### config.mk
export PLATFORM = sky130hd
export DESIGN_NAME = cap_top
export DESIGN_NICKNAME = d
export VERILOG_FILES = /design/src/verilog/cap_pkg.sv /design/src/verilog/cap_top.sv
export SDC_FILE = /design/constraint.sdc
export NUM_CORES = 1
export LEC_CHECK = 0
export BUFFER_PORTS_ARGS = -buffer_cell sky130_fd_sc_hd__buf_4
export CAP_MARGIN = 25
export CORE_UTILIZATION = 45
export DETAILED_ROUTE_END_ITERATION = 12
export HOLD_SLACK_MARGIN = 0.05
export PLACE_DENSITY = 0.68
export SETUP_SLACK_MARGIN = 0.02
export SLEW_MARGIN = 10
export SYNTH_ARGS = -nofsm -noshare
export SYNTH_HDL_FRONTEND = slang
export SYNTH_SLANG_ARGS = --single-unit
### constraint.sdc
create_clock -name hclk -period 4.8 [get_ports hclk]
set_clock_uncertainty 0.1 [all_clocks]
set_input_delay 0.96 -clock hclk [delete_from_list [all_inputs] [get_ports hclk]]
set_output_delay 0.96 -clock hclk [all_outputs]
set_load 0.01 [all_outputs]
### src/verilog/cap_pkg.sv
// Purpose: Constants for the counter array with 16-bit PWM and flag tree
// Assumes: AHB-Lite word registers, byte address = index * 4
// Notes:
// Functional notes
// - Idle suspend bit halts first array counting while the CPU idles.
// - Watchdog enable makes compare module 5 the watchdog; here it drives watchdog_active and freezes the other mode bits, and module 5 is unchanged.
// - Watchdog lock forbids clearing watchdog enable until reset.
// - Mode bit 4 reads zero; writes to it are ignored.
// - Timebase select picks sysclk/12, /4, timer 0, sysclk, timer 4, 5.
// - Code 011 counts falling edges of external count input, max sysclk/4.
// - Code 101 counts external oscillator divided by 8, resynchronised.
// - Overflow interrupt enable gates the first array overflow flag.
// - While watchdog enabled, other mode bits cannot change.
// - Second array sets overflow flag on 16-bit counter overflow.
// - Intermediate overflow flag set on overflow of bit 8, 9, 10 or 11.
// - Overflow and intermediate flags set on their trigger regardless of enables; channel flags need enables.
// - Each flag has its own enable; only enabled flags request.
// - Second array request needs global and array gates both set.
// - Wide PWM pin goes high on compare match, low on overflow.
// - Wide PWM needs comparator, PWM and wide select bits all set.
// - With match flag enable, channel flag sets on every match while in wide PWM mode.
// - Low byte write clears comparator enable; high byte write sets it.
// - High fraction is (65536 - compare)/65536; zero means always high.
// - Cleared comparator enable holds PWM output low.
package cap_pkg;
   localparam logic [7:0] IDX_MODE     = 8'hd9;
   localparam logic [7:0] IDX_A1CTL    = 8'hd8;
   localparam logic [7:0] IDX_A1CNT    = 8'hda;
   localparam logic [7:0] IDX_A2CTL    = 8'he0;
   localparam logic [7:0] IDX_A2IE     = 8'he1;
   localparam logic [7:0] IDX_A2CNT    = 8'he2;
   localparam logic [7:0] IDX_CHMODE   = 8'he8;
   localparam logic [7:0] IDX_CMPL     = 8'hf0;
   localparam logic [7:0] IDX_CMPH     = 8'hf8;
   localparam int         NCH          = 6;
   localparam logic [7:0] MODE_RESET   = 8'h40;
   localparam logic [7:0] MODE_MASK    = 8'hef;
   localparam int         MD_IDLE      = 7;
   localparam int         MD_WDE       = 6;
   localparam int         MD_WDL       = 5;
   localparam int         MD_TBS       = 1;
   localparam int         MD_OIE       = 0;
   localparam int         C1_FLAG      = 7;
   localparam int         C1_RUN       = 6;
   localparam int         C2_IM        = 6;
   localparam int         C2_OVF       = 7;
   localparam int         C2_RUN       = 8;
   localparam int         C2_SEL       = 9;
   localparam int         IE_IM        = 6;
   localparam int         IE_OVF       = 7;
   localparam int         IE_GATE      = 8;
   localparam int         IE_GLOBAL    = 9;
   localparam int         MM_CMP_EN    = 0;
   localparam int         MM_PWM_EN    = 1;
   localparam int         MM_WIDE      = 2;
   localparam int         MM_MATCH     = 3;
   localparam int         IM_BASE_BIT  = 8;
   localparam int         DIV_SLOW     = 12;
   localparam int         DIV_FAST     = 4;
   localparam int         EXT_DIV      = 8;
   localparam logic [2:0] TB_DIV12     = 3'h0;
   localparam logic [2:0] TB_DIV4      = 3'h1;
   localparam logic [2:0] TB_T0        = 3'h2;
   localparam logic [2:0] TB_ECI       = 3'h3;
   localparam logic [2:0] TB_SYS       = 3'h4;
   localparam logic [2:0] TB_EXT       = 3'h5;
   localparam logic [2:0] TB_T4        = 3'h6;
   localparam logic [2:0] TB_T5        = 3'h7;
endpackage : cap_pkg

### src/verilog/cap_top.sv
// Purpose: Counter array, mode register, second array flags and wide PWM
// Assumes: Single AHB-Lite master, word transfers only, zero wait states
// Notes: Watchdog timing itself lives outside; only its enable is here
`timescale 1ns/100ps
module cap_top (
   input  wire logic        hclk,
   input  wire logic        hresetn,
   input  wire logic        hsel,
   input  wire logic [31:0] haddr,
   input  wire logic [1:0]  htrans,
   input  wire logic        hwrite,
   input  wire logic [2:0]  hsize,
   input  wire logic [31:0] hwdata,
   input  wire logic        hready,
   output      logic        hreadyout,
   output      logic [31:0] hrdata,
   output      logic        hresp,
   input  wire logic        cpu_idle,
   input  wire logic        timer0_ovf,
   input  wire logic        timer4_ovf,
   input  wire logic        timer5_ovf,
   input  wire logic        external_count_input,
   input  wire logic        ext_osc,
   output      logic        array1_irq,
   output      logic        array2_irq,
   output      logic        watchdog_active,
   output      logic [5:0]  channel_output_pin
);
   import cap_pkg::*;

   typedef struct packed {
      logic [7:0]  mode;
      logic        a1_run;
      logic        a1_flag;
      logic [15:0] a1_cnt;
      logic [3:0]  pre_slow;
      logic [1:0]  pre_fast;
      logic [1:0]  eci_s;
      logic        eci_d;
      logic [1:0]  xo_s;
      logic        xo_d;
      logic [2:0]  xo_div;
      logic        a2_run;
      logic        a2_flag;
      logic        im_flag;
      logic [5:0]  ch_flag;
      logic [1:0]  im_sel;
      logic [15:0] a2_cnt;
      logic [9:0]  ie;
      logic [23:0] ch_mode;
      logic [95:0] cmp;
      logic [5:0]  pin;
      logic        wr_pend;
      logic [7:0]  idx;
      logic [31:0] rdata;
   } cap_state_type;

   cap_state_type s_reg;
   cap_state_type s_next;

   logic        acc;
   logic [7:0]  a_idx;
   logic [5:0]  ch_active;
   logic [15:0] a2_nx;
   logic        a2_wrap;
   logic [15:0] im_mask;
   logic        a1_src;
   logic        a1_go;

   assign acc   = hsel & htrans[1] & hready & (hsize == 3'h2);
   assign a_idx = haddr[9:2];

   function automatic logic [31:0] rd_word(input cap_state_type s,
                                           input logic [7:0] i);
      logic [7:0] k;
      rd_word = 32'h0;
      k = 8'h0;
      if (i == IDX_MODE)
         rd_word = {24'h0, s.mode & MODE_MASK};
      else if (i == IDX_A1CTL)
         rd_word = {24'h0, s.a1_flag, s.a1_run, 6'h0};
      else if (i == IDX_A1CNT)
         rd_word = {16'h0, s.a1_cnt};
      else if (i == IDX_A2CTL)
         rd_word = {21'h0, s.im_sel, s.a2_run, s.a2_flag, s.im_flag,
                    s.ch_flag};
      else if (i == IDX_A2IE)
         rd_word = {22'h0, s.ie};
      else if (i == IDX_A2CNT)
         rd_word = {16'h0, s.a2_cnt};
      else if (i >= IDX_CHMODE && i < IDX_CHMODE + 8'(NCH)) begin
         k = i - IDX_CHMODE;
         rd_word = {28'h0, s.ch_mode[4*k +: 4]};
      end else if (i >= IDX_CMPL && i < IDX_CMPL + 8'(NCH)) begin
         k = i - IDX_CMPL;
         rd_word = {24'h0, s.cmp[16*k +: 8]};
      end else if (i >= IDX_CMPH && i < IDX_CMPH + 8'(NCH)) begin
         k = i - IDX_CMPH;
         rd_word = {24'h0, s.cmp[16*k+8 +: 8]};
      end
   endfunction : rd_word

   // Wide PWM qualifies per channel
   for (genvar g = 0; g < NCH; g++) begin : g_act
      assign ch_active[g] = s_reg.ch_mode[4*g+MM_CMP_EN]
                          & s_reg.ch_mode[4*g+MM_PWM_EN]
                          & s_reg.ch_mode[4*g+MM_WIDE];
   end

   assign a2_nx   = s_reg.a2_cnt + 16'h1;
   assign a2_wrap = s_reg.a2_run & (s_reg.a2_cnt == 16'hffff);
   assign im_mask = 16'((32'h1 << (IM_BASE_BIT + int'(s_reg.im_sel))) - 1);

   always_comb begin
      case (s_reg.mode[MD_TBS +: 3])
         TB_DIV12: a1_src = (s_reg.pre_slow == 4'(DIV_SLOW - 1));
         TB_DIV4:  a1_src = (s_reg.pre_fast == 2'(DIV_FAST - 1));
         TB_T0:    a1_src = timer0_ovf;
         TB_ECI:   a1_src = s_reg.eci_d & ~s_reg.eci_s[1];
         TB_SYS:   a1_src = 1'b1;
         TB_EXT:   a1_src = s_reg.xo_d & ~s_reg.xo_s[1]
                            & (s_reg.xo_div == 3'(EXT_DIV - 1));
         TB_T4:    a1_src = timer4_ovf;
         TB_T5:    a1_src = timer5_ovf;
         default:  a1_src = 1'b0;
      endcase
   end

   // Idle only freezes the count; bus access keeps working
   assign a1_go = s_reg.a1_run & a1_src
                & ~(s_reg.mode[MD_IDLE] & cpu_idle);

   always_comb begin
      logic [7:0]  k;
      logic [31:0] wd;
      s_next = s_reg;
      k = 8'h0;
      wd = hwdata;
      s_next.pre_slow = (s_reg.pre_slow == 4'(DIV_SLOW - 1))
                      ? 4'h0 : s_reg.pre_slow + 4'h1;
      s_next.pre_fast = s_reg.pre_fast + 2'h1;
      s_next.eci_s = {s_reg.eci_s[0], external_count_input};
      s_next.eci_d = s_reg.eci_s[1];
      s_next.xo_s  = {s_reg.xo_s[0], ext_osc};
      s_next.xo_d  = s_reg.xo_s[1];
      if (s_reg.xo_d & ~s_reg.xo_s[1])
         s_next.xo_div = s_reg.xo_div + 3'h1;
      // Bus write first, so hardware sets below win over a clear
      if (s_reg.wr_pend) begin
         if (s_reg.idx == IDX_MODE) begin
            if (s_reg.mode[MD_WDE]) begin
               if (!s_reg.mode[MD_WDL])
                  s_next.mode[MD_WDE] = wd[MD_WDE];
            end else begin
               s_next.mode = wd[7:0] & MODE_MASK;
               s_next.mode[MD_WDL] = wd[MD_WDL];
            end
         end else if (s_reg.idx == IDX_A1CTL) begin
            s_next.a1_flag = s_reg.a1_flag & wd[C1_FLAG];
            s_next.a1_run  = wd[C1_RUN];
         end else if (s_reg.idx == IDX_A2CTL) begin
            s_next.ch_flag = s_reg.ch_flag & wd[5:0];
            s_next.im_flag = s_reg.im_flag & wd[C2_IM];
            s_next.a2_flag = s_reg.a2_flag & wd[C2_OVF];
            s_next.a2_run  = wd[C2_RUN];
            s_next.im_sel  = wd[C2_SEL +: 2];
         end else if (s_reg.idx == IDX_A2IE) begin
            s_next.ie = wd[9:0];
         end else if (s_reg.idx >= IDX_CHMODE
                      && s_reg.idx < IDX_CHMODE + 8'(NCH)) begin
            k = s_reg.idx - IDX_CHMODE;
            s_next.ch_mode[4*k +: 4] = wd[3:0];
         end else if (s_reg.idx >= IDX_CMPL
                      && s_reg.idx < IDX_CMPL + 8'(NCH)) begin
            k = s_reg.idx - IDX_CMPL;
            s_next.cmp[16*k +: 8] = wd[7:0];
            s_next.ch_mode[4*k+MM_CMP_EN] = 1'b0;
         end else if (s_reg.idx >= IDX_CMPH
                      && s_reg.idx < IDX_CMPH + 8'(NCH)) begin
            k = s_reg.idx - IDX_CMPH;
            s_next.cmp[16*k+8 +: 8] = wd[7:0];
            s_next.ch_mode[4*k+MM_CMP_EN] = 1'b1;
         end
      end
      if (a1_go) begin
         s_next.a1_cnt = s_reg.a1_cnt + 16'h1;
         if (s_reg.a1_cnt == 16'hffff)
            s_next.a1_flag = 1'b1;
      end
      if (s_reg.a2_run) begin
         s_next.a2_cnt = a2_nx;
         if (a2_wrap)
            s_next.a2_flag = 1'b1;
         if ((s_reg.a2_cnt & im_mask) == im_mask)
            s_next.im_flag = 1'b1;
      end
      for (int i = 0; i < NCH; i++) begin
         if (!s_reg.ch_mode[4*i+MM_CMP_EN]) begin
            s_next.pin[i] = 1'b0;
         end else if (ch_active[i] && s_reg.a2_run) begin
            // Looking at the next count lets compare zero stay high
            if (a2_wrap)
               s_next.pin[i] = (s_reg.cmp[16*i +: 16] == 16'h0);
            else if (a2_nx == s_reg.cmp[16*i +: 16])
               s_next.pin[i] = 1'b1;
            if (a2_nx == s_reg.cmp[16*i +: 16]
                && s_reg.ch_mode[4*i+MM_MATCH])
               s_next.ch_flag[i] = 1'b1;
         end
      end
      s_next.wr_pend = acc & hwrite;
      if (acc)
         s_next.idx = a_idx;
      if (acc & ~hwrite)
         s_next.rdata = rd_word(s_reg, a_idx);
   end

   always_ff @(posedge hclk or negedge hresetn) begin
      if (!hresetn) begin
         s_reg <= '0;
         s_reg.mode <= MODE_RESET;
      end else begin
         s_reg <= s_next;
      end
   end

   assign hreadyout = 1'b1;
   assign hresp     = 1'b0;
   assign hrdata    = s_reg.rdata;
   assign watchdog_active    = s_reg.mode[MD_WDE];
   assign channel_output_pin = s_reg.pin;
   assign array1_irq = s_reg.a1_flag & s_reg.mode[MD_OIE];
   assign array2_irq = s_reg.ie[IE_GLOBAL] & s_reg.ie[IE_GATE]
                     & (|(s_reg.ch_flag & s_reg.ie[5:0])
                        | (s_reg.im_flag & s_reg.ie[IE_IM])
                        | (s_reg.a2_flag & s_reg.ie[IE_OVF]));

   a_lock_holds: assert property (@(posedge hclk) disable iff (!hresetn)
      s_reg.mode[MD_WDL] && s_reg.mode[MD_WDE] |=> s_reg.mode[MD_WDE])
      else $error("watchdog enable cleared while locked");

   a_unused_zero: assert property (@(posedge hclk) disable iff (!hresetn)
      s_reg.wr_pend && s_reg.idx == IDX_MODE |=> !s_reg.mode[4])
      else $error("unused mode bit became set");

   a_mode_frozen: assert property (@(posedge hclk) disable iff (!hresetn)
      s_reg.mode[MD_WDE] |=> {s_reg.mode[7], s_reg.mode[5:0]}
         == {$past(s_reg.mode[7]), $past(s_reg.mode[5:0])})
      else $error("mode bits changed while watchdog enabled");

   a_a2_overflow: assert property (@(posedge hclk) disable iff (!hresetn)
      a2_wrap |=> s_reg.a2_flag && s_reg.a2_cnt == 16'h0)
      else $error("overflow flag missed on wrap");

   a_pwm_off: assert property (@(posedge hclk) disable iff (!hresetn)
      !s_reg.ch_mode[MM_CMP_EN] |=> !s_reg.pin[0])
      else $error("pin high with comparator disabled");

   a_pwm_match: assert property (@(posedge hclk) disable iff (!hresetn)
      ch_active[0] && s_reg.a2_run && !a2_wrap
      && a2_nx == s_reg.cmp[15:0] |=> s_reg.pin[0] && s_reg.a2_cnt
         == s_reg.cmp[15:0])
      else $error("pin not high after match");

   a_irq_gate: assert property (@(posedge hclk) disable iff (!hresetn)
      array2_irq |-> s_reg.ie[IE_GLOBAL] && s_reg.ie[IE_GATE])
      else $error("array2 request without both gates");

   a_a1_irq: assert property (@(posedge hclk) disable iff (!hresetn)
      a1_go && s_reg.a1_cnt == 16'hffff && s_reg.mode[MD_OIE]
      && !(s_reg.wr_pend && s_reg.idx == IDX_MODE) |=> array1_irq)
      else $error("overflow request not raised");

   a_flag_sticky: assert property (@(posedge hclk) disable iff (!hresetn)
      s_reg.a2_flag && !(s_reg.wr_pend && s_reg.idx == IDX_A2CTL)
      |=> s_reg.a2_flag)
      else $error("overflow flag dropped without software");

   a_low_clears: assert property (@(posedge hclk) disable iff (!hresetn)
      s_reg.wr_pend && s_reg.idx == IDX_CMPL |=> !s_reg.ch_mode[MM_CMP_EN])
      else $error("low byte write left comparator enabled");

endmodule : cap_top

==> reports/qor.log, run 1 <==
qor: outcome.outcome complete, no violations
qor: cts.hold_buffers 0
qor: timing.tightest_slew 1.09 ns
qor: cts.cts_setup_buffers 0
qor: setup_path.crit_path_end_kind register
qor: timing.layout_setup_ws 0.837 ns
qor: power_and_ir_drop.netSwitchingPower 1980 uW
qor: setup_path.worst-endpoint-required 5.12 ns
qor: floorplan.floorplan.initialDensity 0.461
qor: setup_path.timing.critical_path.mode_cell ha_1
qor: grt.grt.overflow.total 0
qor: cts.clk_root_buffer_cell clkbuf_16
qor: grt.global_route_total_usage_across_every_layer 0.321
qor: timing.fmax 252 MHz
qor: logic_synthesis.synthesis.yosys.warnings 0
qor: layout.register_area 5710 sq um
qor: layout.synth_to_layout_area_growth 10.6%
qor: layout.design.final.nets 1751
qor: setup_path.timing.setup.critical_path_class reg -> reg
qor: cts.cts-htree-levels 1
qor: layout.multi_input_comb_area 8490 sq um
qor: floorplan.top_level_ports 123
qor: floorplan.die_area 34200 sq um
qor: setup_path.r2r_start s_reg[37]
qor: grt.grt_pass1_wl 81.4 mm
qor: power_and_ir_drop.p_int 3850 uW
qor: floorplan.die_y 185 um
qor: timing.timing.final.setup_violations 0
qor: logic_synthesis.synth_area 15100 sq um
qor: timing.relSlewSlack 0.276
qor: logic_synthesis.synth.distinct_cells 83
qor: setup_path.timing.critical_path.buf_inv 0
qor: floorplan.placeable_core_area 32700 sq um
qor: min_path.hold-path-endpoint s_next[210]
qor: grt.antenna_found_initial 1
qor: run.cap_violations 0
qor: detailed_routing.postRouteWirelength 54.0 mm
qor: setup_path.endpoint_of_the_most_critical_register_to_register_path s_reg[86]
qor: min_path.hold_path_depth 0
qor: layout.filler_cells 3071
qor: cts.clock_path_buffers 3
qor: min_path.holdCritPathClass reg -> reg
qor: grt.grt_pass1_vias 12.9k
qor: setup_path.crit_path_start_kind register
qor: grt.grt_start_max_net_pins 133
qor: cts.tritoncts done
qor: setup_path.slowest_stage dfrtp_1
qor: logic_synthesis.synth_area_per_cell 9.14 sq um
qor: logic_synthesis.synth_edf_count 0
qor: timing.hold_violations 0
qor: placement.port_buffers 58
qor: power_and_ir_drop.powerDensity 349 nW/um^2
qor: timing.setup_total_negative_slack 0 ns
qor: detailed_routing.first_pass_iters 6
qor: cts.post_cts_resized 0
qor: placement.place.gp.congestion 0.992
qor: logic_synthesis.ys_dominant_reg_cell dfrtp_1
qor: timing.setup_repair_after_global_routing_missed_its_margin no
qor: power_and_ir_drop.sw_frac_of_total 0.339
qor: setup_path.crit_arrival 4.28 ns
qor: logic_synthesis.synthArstFlopShare 1.00
qor: power_and_ir_drop.clock_power_share 0.367
qor: detailed_routing.via_per_inst 6.36
qor: setup_path.critical-path-top-delay-family simple AND/OR/NAND/NOR gates
qor: cts.cts_sinks 228
qor: setup_path.critical_path.cell_chain ha_1 > nand2_1 > a21oi_1 > ha_1 > nor4b_1 > and4_1 > o21ai_0 > or3_1 > nor3b_4 > mux2_2
qor: logic_synthesis.synth-seq-cells 228
qor: detailed_routing.detailroute.via_count 13.4k
qor: floorplan.die-width 185 um
qor: power_and_ir_drop.seq_power_share 0.368
qor: min_path.worstHoldStart s_next[212]
qor: logic_synthesis.register_area_share_after_synthesis 0.379
qor: detailed_routing.detail_route.wl_per_cell 25.6 um
qor: power_and_ir_drop.pwr-share-comb 0.265
qor: power_and_ir_drop.leakage 0.00689 uW
qor: timing.post-route-min-period 3.96 ns
qor: logic_synthesis.netlist_instances 1649
qor: setup_path.rrSetupSlack 0.84 ns
qor: logic_synthesis.post-synth-top-area-cell dfrtp_1
qor: timing.finalCritPeriodShare 0.826
qor: logic_synthesis.proportion_of_netlist_area_held_by_the_largest_area_contributor 0.377
qor: logic_synthesis.synth_top_area_cells dfrtp_1 38%, xnor2_1 5.7%, mux2_2 5.2%
qor: setup_path.ff2ff_path_depth 10
qor: timing.slew_viol_final 0
qor: floorplan.row_count 66
qor: setup_path.critPathMaxFanout 13
qor: layout.largest_register_ff_count 201
qor: placement.dp_slack 0.834 ns
qor: detailed_routing.ant_nets 0
qor: layout.layout-drive-gt1-share 0.156
qor: cts.cts_made_buffers 26
qor: layout.antennaDiodeCount 0
qor: detailed_routing.drc_errors 0
qor: cts.worstSkewPairLatency 0.54 ns
qor: cts.clk_pin_slew_worst_paths 0.06 ns
qor: detailed_routing.detailedRoute.firstIterationViolations 1644
qor: setup_path.critical-path-max-stage-delay 0.61 ns
qor: placement.dp_hpwl 40.1 mm
qor: power_and_ir_drop.max-vdd-ir-drop 262 uV
==> cell type report <==
| cell class | count | area share |
|---|---|---|
| Tap cell | 442 | 0.0332 |
| Clock buffer | 35 | 0.0447 |
| Inverter | 48 | 0.0108 |
| Timing Repair Buffer | 105 | 0.0491 |
| Sequential cell | 228 | 0.342 |
| Multi-Input combinational cell | 1241 | 0.510 |
| Clock inverter | 12 | 0.0101 |
==> layout by cell type, fill, tap and decap left out, types with 9 or more instances in the layout <==
cell type / n
clkbuf_16: 27
o221ai_1: 9
nor4_1: 43
o31ai_1: 12
nand3_1: 51
and2_1: 9
mux2_2: 70
xnor2_1: 98
buf_4: 100
nand2_1: 192
and3_1: 14
xor2_1: 35
conb_1: 18
o22ai_1: 19
nand2b_1: 13
mux4_2: 21
nand3b_1: 9
ha_1: 21
a22oi_1: 12
o211ai_1: 10
nor2b_1: 28
a21oi_1: 64
nand4_1: 36
and4_1: 13
nor3_1: 19
o21ai_0: 123
mux2i_1: 45
dfrtp_1: 227
inv_1: 47
nor2_1: 107
==> logic make-up after synthesis <==
group	count (synthesis)	share of synthesized area
other cells	2	0.000499
simple gates	581	0.198
mux	136	0.114
buf+inv	196	0.0613
fa+ha+maj	25	0.0201
compound gates	345	0.146
flops	228	0.379
xor+xnor	136	0.0818
==> cells in the mapped netlist (9+ instances only) <==
| master | number |
|---|---|
| buf_4 | 41 |
| buf_2 | 21 |
| nor3_1 | 19 |
| o21ai_0 | 123 |
| nor2b_1 | 28 |
| inv_1 | 47 |
| ha_1 | 21 |
| nand2b_1 | 13 |
| mux2_2 | 70 |
| xor2_1 | 35 |
| mux2i_1 | 45 |
| buf_1 | 13 |
| o31ai_1 | 12 |
| nand3b_1 | 9 |
| o221ai_1 | 9 |
| nor2_1 | 107 |
| mux4_2 | 21 |
| dfrtp_1 | 227 |
| clkbuf_1 | 72 |
| and4_1 | 13 |
| nand2_1 | 192 |
| nand3_1 | 51 |
| nand4_1 | 36 |
| nor4_1 | 43 |
| o211ai_1 | 10 |
| a21oi_1 | 64 |
| a22oi_1 | 12 |
| xnor2_1 | 98 |
| and2_1 | 9 |
| o22ai_1 | 19 |
| and3_1 | 14 |
==> power by group through the flow <==
stage | sequential [uW] | combinational (uW) | clock (uW)
global placement | 2170 | 1490 | 0
CTS | 2140 | 1520 | 2160
finish | 2140 | 1540 | 2130
global route | 2160 | 1670 | 2230
floorplan | 2090 | 1100 | 0
detailed placement | 2170 | 1510 | 0
==> worst max-delay path by stage <==
stage,from,end,slack (ns),depth (start not counted)
3_3_place_gp,s_reg[33],s_reg[86],0.91,8
6_report,s_reg[37],s_reg[86],0.84,10
3_5_place_dp,s_reg[33],s_reg[79],0.83,8
5_1_grt,s_reg[37],s_reg[86],0.56,10
2_1_floorplan,s_reg[32],s_reg[83],1.25,12
4_1_cts,s_reg[33],s_reg[86],0.83,8
==> per-stage QoR <==
step / util / hold WS (ns) / total power [uW] / area, sq um / std cells
floorplan: - / 0.231 / 3190 / 15100 / 1665
global placement: 0.481 / 0.232 / 3660 / 15700 / 2062
detailed placement: 0.481 / 0.236 / 3680 / 15700 / 2062
CTS: 0.509 / 0.249 / 5810 / 16700 / 2109
global route: 0.510 / 0.281 / 6050 / 16700 / 2111
finish: 0.510 / 0.247 / 5820 / 16700 / 2111
==> layer usage <==
layer	global-route usage	wire (um)	up-vias
met5	0	13	-
met4	0.137	2450	2
met3	0.0598	5260	146
met2	0.487	23800	706
met1	0.446	22500	6649
li1	-	-	5917
Note: power is estimated with default switching activity, not from simulation.
==> run 2: changes to the inputs <==
- PLACE_DENSITY: 0.68 -> 0.7
- clock period: 4.8 -> 3.5 ns (I/O delays scaled with it)
==> reports/qor.log, run 2 (same netlist as run 1, synthesis figures left out) <==
qor: outcome.outcome complete, no violations
qor: timing.timing.final.setup_violations 0
qor: layout.postLayoutCoreUtil 0.528
qor: placement.port_buffers 58
qor: grt.grt_pass1_wl 82.5 mm
qor: cts.tritoncts done
qor: detailed_routing.detail_route.wl_per_cell 25.4 um
qor: setup_path.timing.critical_path.mode_cell ha_1
qor: power_and_ir_drop.leakage 0.00725 uW
qor: layout.filler_cells 2991
qor: detailed_routing.via_per_inst 6.35
qor: placement.place.gp.congestion 1.01
qor: layout.design.final.nets 1820
qor: grt.grt_start_max_net_pins 64
qor: cts.clk_root_buffer_cell clkbuf_16
qor: floorplan.top_level_ports 123
qor: cts.cts_made_buffers 26
qor: setup_path.crit_arrival 3.70 ns
qor: detailed_routing.detailedRoute.firstIterationViolations 1643
qor: setup_path.crit_path_end_kind register
qor: detailed_routing.ant_nets 0
qor: layout.layout-drive-gt1-share 0.194
qor: timing.fmax 296 MHz
qor: grt.antenna_found_initial 0
qor: timing.tightest_slew 1.05 ns
qor: grt.grt_pass1_vias 13.0k
qor: floorplan.die-width 185 um
qor: setup_path.rrSetupSlack 0.12 ns
qor: layout.mostFrequentLayoutCells 226 x dfrtp_1, 192 x nand2_1, 166 x buf_4
qor: timing.relSlewSlack 0.299
qor: grt.grt.overflow.total 0
qor: timing.hold_violations 0
qor: grt.global_route_total_usage_across_every_layer 0.325
qor: cts.clk_pin_slew_worst_paths 0.06 ns
qor: layout.layout.cells.most_common dfrtp_1
qor: timing.finalCritPeriodShare 0.964
qor: setup_path.worst-endpoint-required 3.83 ns
qor: setup_path.crit_path_start_kind register
qor: floorplan.placeable_core_area 32700 sq um
qor: power_and_ir_drop.max-vdd-ir-drop 391 uV
qor: detailed_routing.drc_errors 0
qor: timing.setup_total_negative_slack 0 ns
qor: setup_path.critical_path.cell_chain ha_1 > buf_4 > nand2_1 > a21oi_1 > ha_1 > nor4b_2 > and4_1 > o21ai_0 > or3_4 > nor3b_4 > buf_12 > mux2_2
qor: run.cap_violations 0
qor: detailed_routing.first_pass_iters 5
qor: placement.dp_hpwl 41.3 mm
qor: setup_path.timing.setup.critical_path_class reg -> reg
qor: timing.slew_viol_final 0
qor: cts.cts_sinks 228
qor: floorplan.floorplan.initialDensity 0.461
qor: min_path.holdCritPathClass in -> reg
qor: floorplan.die_y 185 um
qor: setup_path.slowest_stage or3_4
qor: cts.worstSkewPairLatency 0.55 ns
qor: detailed_routing.postRouteWirelength 55.4 mm
qor: detailed_routing.detailroute.via_count 13.8k
qor: setup_path.critical-path-max-stage-delay 0.44 ns
qor: power_and_ir_drop.powerDensity 473 nW/um^2
qor: cts.clock_path_buffers 3
qor: layout.antennaDiodeCount 0
qor: setup_path.critPathMaxFanout 9
qor: floorplan.die_area 34200 sq um
qor: floorplan.row_count 66
qor: layout.synth_to_layout_area_growth 14.7%
qor: cts.cts-htree-levels 1
qor: timing.post-route-min-period 3.38 ns
qor: layout.largest_register_ff_count 201
[run 2: changes by cell type in the layout (fill, tap and decap cells not counted), moves of 2 or more]
cell / before / now
buf_12: 2 / 6
buf_4: 100 / 166
clkbuf_1: 4 / 1
clkbuf_8: 4 / 6
clkinv_2: 5 / 7
clkinv_4: 0 / 3
[run 2: per-layer routing]
layer,track usage,share of wire,vias to the layer above
met5,0,0,-
met4,0.156,0.054,0
met3,0.0606,0.098,177
met2,0.487,0.44,776
met1,0.451,0.41,6841
li1,-,-,6049
[run 2: worst max-delay path: cells and delay by family, from the launching register on]
| kind | cells | cell delay (ns) |
|---|---|---|
| and+or+nand+nor | 5 | 1.33 |
| buffers and inverters | 2 | 0.32 |
| DFF | 1 | 0.43 |
| AOI/OAI and AO/OA | 2 | 0.23 |
| adders and majority gates | 2 | 0.51 |
| muxes | 1 | 0.33 |
[run 2: timing repair]
item / CTS / global route
buffers inserted: 0 / 2
hold endpoints to repair: 52 / 0
hold buffers: 1 / 0
resized for setup: 1 / 4
endpoints found under the setup margin: 8 / 29
pin swaps: 0 / 2
cloned: 0 / 0
[run 2: path summary, 6_finish.rpt]
check,from,to,cells past startpoint
worst min-delay path,external_count_input,s_next[212],1
worst max register to register,s_reg[36],s_reg[85],12
max in group asynchronous,hresetn,hrdata[9],3
worst min register to register,s_next[212],s_next[210],0
worst max-delay path,s_reg[36],s_reg[85],12
min in group asynchronous,hresetn,s_reg[58],2
[run 2: final cells by class]
type / count / area (sq um) / area share
multi-input cells: 1241 / 8520 / 0.493
flip-flops and latches: 228 / 5710 / 0.330
repair buffers: 174 / 1390 / 0.0805
clock buffers: 34 / 762 / 0.0441
well taps: 442 / 553 / 0.0320
inverters: 48 / 181 / 0.0105
clock inverters: 14 / 161 / 0.00934
[run 2: metrics by stage]
stage	cell area (sq um)	power [uW]	hold WS [ns]	worst slack (ns)	cells
after floorplan	15100	4380	0.231	0.0219	1665
after global placement	16300	5200	0.233	0.0833	2130
after detailed placement	16300	5220	0.248	-0.0213	2130
after CTS	17200	8130	0.152	0.0212	2179
after global routing	17300	8490	0.156	-0.0116	2181
final	17300	8170	0.164	0.125	2181
[run 2: report_power, final]
part           internal, uW  leakage (uW)  total (uW)  switching, uW
clock network          1760      0.000456        2910           1150
registers              2750       0.00260        2870            116
logic                   879       0.00419        2390           1510
==> run 3: changes to the inputs <==
- RECOVER_POWER: unset -> 100
==> reports/qor.log, run 3 (same netlist as run 1, synthesis figures left out) <==
qor: outcome.outcome complete, no violations
qor: detailed_routing.detailroute.via_count 13.9k
qor: setup_path.timing.critical_path.buf_inv 2
qor: grt.grt_pass1_vias 13.0k
qor: detailed_routing.drc_errors 0
qor: cts.clk_pin_slew_worst_paths 0.06 ns
qor: layout.mostFrequentLayoutCells 226 x dfrtp_1, 192 x nand2_1, 124 x o21ai_0
qor: floorplan.floorplan.initialDensity 0.461
qor: layout.antennaDiodeCount 0
qor: detailed_routing.first_pass_iters 7
qor: timing.finalCritPeriodShare 0.962
qor: grt.grt_start_max_net_pins 64
qor: timing.timing.final.setup_violations 0
qor: floorplan.top_level_ports 123
qor: setup_path.critPathMaxFanout 9
qor: cts.clk_root_buffer_cell clkbuf_16
qor: timing.layout_setup_ws 0.133 ns
qor: setup_path.critical_path.cell_chain ha_1 > buf_4 > nand2_1 > a21oi_1 > ha_1 > nor4b_2 > and4_1 > o21ai_0 > or3_4 > nor3b_4 > buf_12 > mux2_2
qor: run.cap_violations 0
qor: layout.layout.cells.most_common dfrtp_1
qor: min_path.holdCritPathClass in -> reg
qor: detailed_routing.via_per_inst 6.36
qor: grt.antenna_found_initial 0
qor: timing.tightest_slew 1.47 ns
qor: grt.grt.overflow.total 0
qor: cts.worstSkewPairLatency 0.55 ns
qor: cts.cts-htree-levels 1
qor: setup_path.worst-endpoint-required 3.83 ns
qor: power_and_ir_drop.powerDensity 477 nW/um^2
qor: layout.largest_register_ff_count 201
qor: setup_path.slowest_stage or3_4
qor: cts.cts_sinks 228
qor: layout.register_area 5710 sq um
qor: placement.port_buffers 58
qor: timing.post-route-min-period 3.37 ns
qor: grt.global_route_total_usage_across_every_layer 0.325
qor: power_and_ir_drop.max-vdd-ir-drop 390 uV
qor: layout.multi_input_comb_area 8510 sq um
qor: placement.place.gp.congestion 1.01
qor: timing.fmax 297 MHz
qor: detailed_routing.postRouteWirelength 55.3 mm
qor: timing.hold_violations 0
qor: setup_path.crit_path_start_kind register
qor: layout.post-route-cell-area 17100 sq um
qor: timing.slew_viol_final 0
qor: layout.design.final.nets 1820
qor: power_and_ir_drop.leakage 0.00706 uW
qor: cts.clock_path_buffers 3
qor: setup_path.critical-path-max-stage-delay 0.44 ns
qor: cts.cts_made_buffers 26
qor: floorplan.row_count 66
qor: setup_path.timing.critical_path.mode_cell ha_1
qor: grt.grt_pass1_wl 82.5 mm
qor: cts.tritoncts done
qor: floorplan.die_area 34200 sq um
qor: timing.relSlewSlack 0.0198
qor: setup_path.critical-path-top-delay-family simple AND/OR/NAND/NOR gates
qor: detailed_routing.ant_nets 0
qor: detailed_routing.detail_route.wl_per_cell 25.3 um
qor: placement.dp_hpwl 41.3 mm
qor: layout.layout-drive-gt1-share 0.170
qor: setup_path.crit_arrival 3.69 ns
qor: floorplan.die-width 185 um
qor: placement.dp_slack -0.0213 ns
qor: layout.filler_cells 3062
qor: floorplan.placeable_core_area 32700 sq um
qor: setup_path.timing.setup.critical_path_class reg -> reg
qor: detailed_routing.detailedRoute.firstIterationViolations 1531
qor: floorplan.die_y 185 um
qor: placement.placed_area 16300 sq um
qor: setup_path.crit_path_end_kind register
qor: layout.synth_to_layout_area_growth 13.2%
[run 3: final timing paths]
path,startpoint,end,slack [ns],depth (start not counted)
min in group asynchronous,hresetn,s_reg[58],0.93,2
hold reg to reg,s_next[212],s_next[210],0.26,0
setup reg to reg,s_reg[36],s_reg[85],0.13,12
setup / recovery,s_reg[36],s_reg[85],0.13,12
hold / removal,external_count_input,s_next[212],0.19,1
max in group asynchronous,hresetn,s_reg[36],0.61,3
[run 3: final cells by class]
type / instances / area share
Clock buffer: 34 / 0.0447
Timing Repair Buffer: 174 / 0.0689
Tap cell: 442 / 0.0324
Sequential cell: 228 / 0.335
Clock inverter: 14 / 0.00946
Multi-Input combinational cell: 1241 / 0.499
Inverter: 48 / 0.0106
[run 3: worst register-to-register path, stage by stage, from the launching register on]
cell and delay [ns]:
dfrtp_2 0.43, ha_1 0.21, buf_4 0.17, nand2_1 0.15
a21oi_1 0.10, ha_1 0.30, nor4b_2 0.28, and4_1 0.22
o21ai_0 0.13, or3_4 0.45, nor3b_4 0.24, buf_12 0.15
mux2_2 0.33
[run 3: layer usage]
metal,global-route usage,share of wire
met4,0.156,0.052
met5,0,0
met1,0.451,0.41
met3,0.0606,0.099
met2,0.487,0.44
[run 3: what timing repair did]
item,in CTS,in global routing
endpoints found under the setup margin,8,29
resized for setup,1,4
hold buffers,1,0
pin swaps,0,2
buffers inserted,0,2
hold endpoints to repair,52,0
[run 3: power by group]
part           switching (uW)  internal, uW  leakage (uW)
logic                    1510           850       0.00400
clock network            1160          1760      0.000456
registers                 116          2750       0.00260
total                    2780          5360       0.00706
[run 3: stage by stage]
step | hold slack [ns] | setup TNS [ns] | util | power, uW | instances
after CTS | 0.152 | 0 | 0.527 | 8130 | 2179
final | 0.185 | 0 | 0.522 | 8140 | 2181
after global routing | 0.179 | -0.00719 | 0.522 | 8460 | 2181
after detailed placement | 0.248 | -0.0942 | 0.499 | 5220 | 2130
after global placement | 0.233 | 0 | 0.499 | 5200 | 2130
after floorplan | 0.231 | 0 | - | 4380 | 1665
